File: config.mk
export PLATFORM = sky130hd
export DESIGN_NAME = rsi_row_strobe_int
export DESIGN_NICKNAME = d
export VERILOG_FILES = /design/src/rtl/rsi_pkg.sv /design/src/rtl/rsi_row_strobe_int.sv
export SDC_FILE = /design/constraint.sdc
export NUM_CORES = 1
export LEC_CHECK = 0
export BUFFER_PORTS_ARGS = -buffer_cell sky130_fd_sc_hd__clkbuf_2
export CORE_MARGIN = 2
export CORE_UTILIZATION = 61
export DETAILED_ROUTE_END_ITERATION = 12
export HOLD_SLACK_MARGIN = 0.02
export PLACE_DENSITY = 0.84
export SYNTH_ARGS = -nofsm -noshare
export SYNTH_HDL_FRONTEND = slang
export SYNTH_SLANG_ARGS = --single-unit
File: constraint.sdc
create_clock -name I_SYS_CLK -period 3.7 [get_ports I_SYS_CLK]
set_input_delay 0.185 -clock I_SYS_CLK [delete_from_list [all_inputs] [get_ports I_SYS_CLK]]
set_output_delay 0.185 -clock I_SYS_CLK [all_outputs]
set_load 0.01 [all_outputs]
File: src/rtl/rsi_pkg.sv
// package: constants and types for the row strobe and interrupt block.
// assumes a 100 MHz system clock and a sample tick input at the sample rate.
package rsi_pkg;
  // samples per row at any rate: 200 ms * 8 kHz
  localparam int ROW_SAMPLES = 1600;
  localparam int ROW_HIGH_SAMPLES = 1400;
  localparam int ROW_LOW_SAMPLES = 200;
  // cueing times in ns; converted to system clocks at 100 MHz
  localparam int CLK_PERIOD_NS = 10;
  localparam int CUE_HIGH_NS = 109370;
  localparam int CUE_LOW_NS = 15630;
  localparam int CUE_HIGH_CYC = (CUE_HIGH_NS + CLK_PERIOD_NS - 1) / CLK_PERIOD_NS;
  localparam int CUE_LOW_CYC = (CUE_LOW_NS + CLK_PERIOD_NS - 1) / CLK_PERIOD_NS;
  localparam int CNT_W = 16;
  localparam int MARK_POSITIONS = 8;
  localparam int MARK_W = 3;
  localparam logic [CNT_W-1:0] CNT_ZERO = 16'h0000;
  localparam logic [CNT_W-1:0] CNT_ONE = 16'h0001;

  typedef enum logic [1:0] {
    RSI_OP_IDLE,
    RSI_OP_RECORD,
    RSI_OP_PLAY,
    RSI_OP_CUE
  } rsi_op_t;

  typedef struct packed {
    logic overflow;
    logic end_of_message;
  } rsi_status_t;
endpackage

File: src/rtl/rsi_row_strobe_int.sv
// row-boundary strobe, interrupt and status flags.
// assumes op, sample ticks and memory events come from the device core,
// synchronous to I_SYS_CLK; select comes from the serial port pin.
`timescale 1ns/1ps
module rsi_row_strobe_int (
  input wire logic I_SYS_CLK,
  input wire logic I_SRST,
  input wire logic i_ce,
  input wire rsi_pkg::rsi_op_t i_op,
  input wire logic i_op_start,
  input wire logic i_sample_tick,
  input wire logic i_last_location,
  input wire logic i_marker_found,
  input wire logic [rsi_pkg::MARK_W-1:0] i_marker_pos,
  input wire logic [rsi_pkg::MARK_W-1:0] i_marker_sel,
  input wire logic i_ss_n,
  input wire logic i_read_status_instruction,
  output logic o_row_boundary_strobe_oe,
  output logic o_int_oe,
  output rsi_pkg::rsi_status_t o_status,
  output logic o_status_valid,
  output logic o_op_end
);
  import rsi_pkg::*;

  ////////////////////////////////////////////////////////////////
  typedef enum logic [1:0] {ST_IDLE, ST_PRELOAD, ST_HIGH, ST_LOW} rsi_st_t;

  rsi_st_t state;
  logic [CNT_W-1:0] cnt;
  logic ss_d;
  logic int_active;
  rsi_status_t status;
  logic status_valid;

  // record and playback both walk the array; cueing only skims it, so
  // reaching the last location while cueing is not an overflow
  function automatic logic moves_data(input rsi_op_t op);
    return (op == RSI_OP_RECORD) || (op == RSI_OP_PLAY);
  endfunction

  // one comparator per marker slot; only the selected slot ends playback
  logic [MARK_POSITIONS-1:0] mark_hit;
  for (genvar g = 0; g < MARK_POSITIONS; g++) begin : g_mark
    assign mark_hit[g] = i_marker_found && (i_marker_pos == MARK_W'(g)) &&
      (i_marker_sel == MARK_W'(g));
  end

  wire active = (i_op != RSI_OP_IDLE);
  wire cue = (i_op == RSI_OP_CUE);
  // cueing counts system clocks, other modes count sample ticks so the
  // timing follows whatever sample rate the core runs at
  wire step = cue ? 1'b1 : i_sample_tick;
  wire [CNT_W-1:0] high_len = cue ? CUE_HIGH_CYC[CNT_W-1:0] : ROW_HIGH_SAMPLES[CNT_W-1:0];
  wire [CNT_W-1:0] low_len = cue ? CUE_LOW_CYC[CNT_W-1:0] : ROW_LOW_SAMPLES[CNT_W-1:0];
  wire cnt_done = step && (cnt == CNT_ONE);
  wire ss_fall = ss_d && !i_ss_n;
  wire ovf_evt = moves_data(i_op) && i_last_location;
  wire eom_evt = (i_op == RSI_OP_PLAY) && (|mark_hit);
  wire term_evt = ovf_evt || eom_evt;

  ////////////////////////////////////////////////////////////////
  rsi_st_t next_state;
  logic [CNT_W-1:0] next_cnt;

  always_comb begin
    next_state = state;
    next_cnt = cnt;
    if (!active) begin
      next_state = ST_IDLE;
      next_cnt = CNT_ZERO;
    end else if (i_op_start || state == ST_IDLE) begin
      // record needs an extra high stretch while sample-and-hold loads
      if (i_op == RSI_OP_RECORD) begin
        next_state = ST_PRELOAD;
        next_cnt = low_len;
      end else begin
        next_state = ST_HIGH;
        next_cnt = high_len;
      end
    end else if (step) begin
      if (cnt_done) begin
        case (state)
          ST_PRELOAD: begin
            next_state = ST_HIGH;
            next_cnt = high_len;
          end
          ST_HIGH: begin
            next_state = ST_LOW;
            next_cnt = low_len;
          end
          default: begin
            next_state = ST_HIGH;
            next_cnt = high_len;
          end
        endcase
      end else begin
        next_cnt = cnt - CNT_ONE;
      end
    end
  end

  always_ff @(posedge I_SYS_CLK) begin
    if (I_SRST) begin
      state <= ST_IDLE;
      cnt <= CNT_ZERO;
    end else if (i_ce) begin
      state <= next_state;
      cnt <= next_cnt;
    end
  end

  // open drain: pulling low only in the low phase of a row
  assign o_row_boundary_strobe_oe = (state == ST_LOW);

  ////////////////////////////////////////////////////////////////
  // check-only helpers: steps spent in the current strobe phase and the
  // length of the last high phase, so whole-row timing can be held
  // without a long consecutive repetition in the properties
  localparam logic [CNT_W-1:0] ROW_HIGH_LAST = CNT_W'(ROW_HIGH_SAMPLES - 1);
  localparam logic [CNT_W-1:0] ROW_LOW_LAST = CNT_W'(ROW_LOW_SAMPLES - 1);
  localparam logic [CNT_W-1:0] CUE_LOW_LAST = CNT_W'(CUE_LOW_CYC - 1);
  localparam logic [CNT_W-1:0] ROW_SPAN_LAST = CNT_W'(ROW_SAMPLES - 2);

  logic [CNT_W-1:0] phase_steps;
  logic [CNT_W-1:0] high_steps;
  // a restart or a phase change starts the count again
  wire phase_restart = (next_state != state) || i_op_start || !active;

  always_ff @(posedge I_SYS_CLK) begin
    if (I_SRST) begin
      phase_steps <= CNT_ZERO;
      high_steps <= CNT_ZERO;
    end else if (i_ce) begin
      if (phase_restart) begin
        phase_steps <= CNT_ZERO;
      end else if (step) begin
        phase_steps <= phase_steps + CNT_ONE;
      end
      if (state == ST_HIGH && next_state == ST_LOW) begin
        high_steps <= phase_steps;
      end
    end
  end

  ////////////////////////////////////////////////////////////////
  // flags and interrupt; a new terminating event wins over a clear
  always_ff @(posedge I_SYS_CLK) begin
    if (I_SRST) begin
      ss_d <= 1'b1;
      int_active <= 1'b0;
      status <= '0;
      status_valid <= 1'b0;
      o_op_end <= 1'b0;
    end else if (i_ce) begin
      ss_d <= i_ss_n;
      o_op_end <= term_evt;
      if (term_evt) begin
        int_active <= 1'b1;
      end else if (ss_fall) begin
        int_active <= 1'b0;
      end
      if (term_evt) begin
        status.overflow <= status.overflow | ovf_evt;
        status.end_of_message <= status.end_of_message | eom_evt;
      end else if (ss_fall) begin
        status <= '0;
      end
      status_valid <= i_read_status_instruction;
    end
  end

  assign o_int_oe = int_active;
  always_comb begin
    o_status = status;
    o_status_valid = status_valid;
  end
endmodule

==> run summary <==
number of I/O pins: 23
Psw: 0.230 mW
CTS buffer count: 3
worst-margin pin slew: 733 ps
Routed Antenna Nets: 0
Clk pin slew, worst setup/hold paths: 130 ps
power share of the clock group: 21.4%
core area: 2520 um2
Warnings, synthesis: 0
worst path cell trace: or4_4 > nor4_4 > nand2_4 > a21oi_1 > o32ai_1
initial antenna violation count: 0
Post-synth EDFFs: 0
global-route wire length before repair: 7010 um
top_reg_cell synth: dfxtp_1
Worst setup endpoint: state[1]
fmax: 0.447 GHz
share of cells above drive strength 1: 19.8%
CP Launch Type: register
Pins Over Slew Limit: 0
Worst Skew: 1.28 ps
PD cells: 359 nW/um2
sequential share of the synthesized area: 28.9%
combinational share of power: 33.0%
CP arrival: 2420 ps
Sw Ratio: 35.3%
Worst Setup SP: cnt[10]
worst slew margin relative to its limit: 50.7%
static leakage: 0.775 nW
unrepaired setup endpoints after global routing: false
flop-to-flop setup slack: 1470 ps
Avg Synthesized Cell Area: 8.23 um2
crit path kind: register to register
TritonCTS clock tree: built
Net Count, Synth: 232
pre-CTS WS: 1400 ps
worst-skew pair later-pin latency: 310 ps
Cell variety after synth: 52
Max clock buf depth: 2
CTS sink count: 24
RR Endpoint: state[1]
routed length per instance: 16.7 um
Final nets: 253
Worst path slowest cell: or4_4
Initial Util: 65.9%
ratio of final minimum period to clock period: 60.4%
Critical Path End Type: register
CP Data Required Time: 3880 ps
Core Rows: 18
critical-path maximum fanout: 8
die width: 56.2 um
maxcap violations: 0
maximum vdd drop: 0.000328 V
FF-to-FF Start: cnt[10]
status: finished, final reports clean
drt drc: 0
Worst Reg-to-Reg Cells: 5
#FFs+latches synth: 24
DP HPWL: 3280 um
CTS resizes: 0
Avg Vias per Cell: 6.61
Final Hold Vio Count: 0
largest net degree at the start of global routing: 20
H-tree levels: 1
via count of the first global-routing pass: 1551
Setup TNS: 0 ps
Int Power: 0.422 mW
Seq pwr share: 45.6%
CP max stage delay: 580 ps
Via Count: 1666
die area: 3160 um2
initial drt markers: 124
post-route minimum period: 2230 ps
mapped cell area: 1660 um2
CTS Hold Buffers Added: 0
total gr overflow: 0
Worst Setup Slack, final: 1470 ps
cells after synthesis: 202
Async SR Flop Fraction: 0%
Die Ht: 56.2 um
Root Driver: clkbuf_4
All-Layer GR Usage: 27.4%
Buffers on Ports: 22
post-CTS setup buffers: 0
Syn-to-layout area delta: 9.49%
Hold Crit Class: input port to register
# setup viols final: 0
gpl congestion: 1.05
final hold slack: 110 ps
Diodes inserted: 0
Total Wirelength: 4210 um
first drt pass iteration count: 5
-- worst max-delay path: cells and delay by family (launching register included) --
kind / cells / cell delay, ps
DFF: 1 / 370
AOI/OAI and AO/OA: 2 / 680
and+or+nand+nor: 3 / 1050
-- logic make-up (layout without fill, tap and decap cells) --
kind of cell,after synthesis,count (layout),synth area share (%)
AOI/OAI and AO/OA,57,57,25.1
adders and majority gates,13,13,9.79
xor gates and xnor gates,9,9,4.74
buffers and inverters,24,44,5.87
muxes,5,5,3.39
DFF,24,24,28.9
and+or+nand+nor,70,70,22.2
-- cell usage after synthesis (3+ instances only) --
master	instances	area share, %
dfxtp_1	24	29
nor4_1	3	1.1
xor2_1	6	3.2
clkbuf_1	5	1.1
inv_1	17	3.8
or4_4	3	2.0
ha_1	13	9.8
o32ai_1	5	2.6
nor2_1	21	4.7
nand2_1	20	4.5
o22ai_1	3	1.1
nor3_1	7	2.1
xnor2_1	3	1.6
mux2i_1	3	1.8
a21oi_1	10	3.0
o21ai_0	9	2.7
a32oi_1	3	1.6
a31oi_1	9	3.4
-- routing by layer --
metal / track usage [%] / vias up / wire (um)
met1: 34.6 / 770 / 1700
met2: 46.2 / 94 / 1940
met5: 0 / - / 0
li1: - / 778 / -
met4: 10.9 / 0 / 189
met3: 4.65 / 24 / 370
-- registers in the layout (all words and copies together), names as in the netlist --
name and cells:
state 2, o_status 2, o_op_end 1, o_status_valid 1, ss_d 1, o_int_oe 1
cnt 16
-- through the flow --
stage               cells  cell area [um2]  util, %  power (mW)
floorplan             202             1660        -       0.460
global placement      248             1780     70.7       0.507
detailed placement    248             1780     70.7       0.512
CTS                   252             1820     72.1       0.647
global route          252             1820     72.1       0.685
finish                252             1820     72.1       0.653
-- cell type report --
cell class | instances | area, um2
fill | 202 | 703
multi-input combinational | 154 | 1080
inverter | 17 | 63.8
sequential | 24 | 480
tap | 30 | 37.5
clock buffer | 4 | 36.3
timing repair buffer | 23 | 118
-- worst min-delay path by stage --
stage,slack (ps),startpoint,depth (start not counted),to
6_report,110,i_read_status_instruction,3,o_status_valid
5_1_grt,150,i_read_status_instruction,3,o_status_valid
4_1_cts,120,i_read_status_instruction,3,o_status_valid
3_5_place_dp,450,i_read_status_instruction,3,o_status_valid
3_3_place_gp,420,i_read_status_instruction,3,o_status_valid
2_1_floorplan,330,i_read_status_instruction,2,o_status_valid
-- cells in the final DEF (no fill, tap or decap), types with 2 or more instances in the layout --
master	n
inv_1	17
nand4_1	2
nand3_1	2
xor2_1	6
clkbuf_2	22
nand3b_1	2
mux2i_1	3
or4_4	3
nor2_1	21
o21bai_1	2
nand2_1	20
a32oi_1	3
o32ai_1	5
nor3_1	7
ha_1	13
clkbuf_4	3
o21ai_0	9
a31oi_1	9
a21oi_1	10
o22ai_1	3
nor4_1	3
dfxtp_1	24
xnor2_1	3
-- power by group through the flow --
stage / logic, mW / clock network, mW / registers [mW]
floorplan: 0.163 / 0 / 0.298
global placement: 0.206 / 0 / 0.301
detailed placement: 0.209 / 0 / 0.303
CTS: 0.210 / 0.140 / 0.297
global route: 0.237 / 0.147 / 0.301
finish: 0.216 / 0.140 / 0.298
Note: power is estimated with default switching activity, not from simulation.
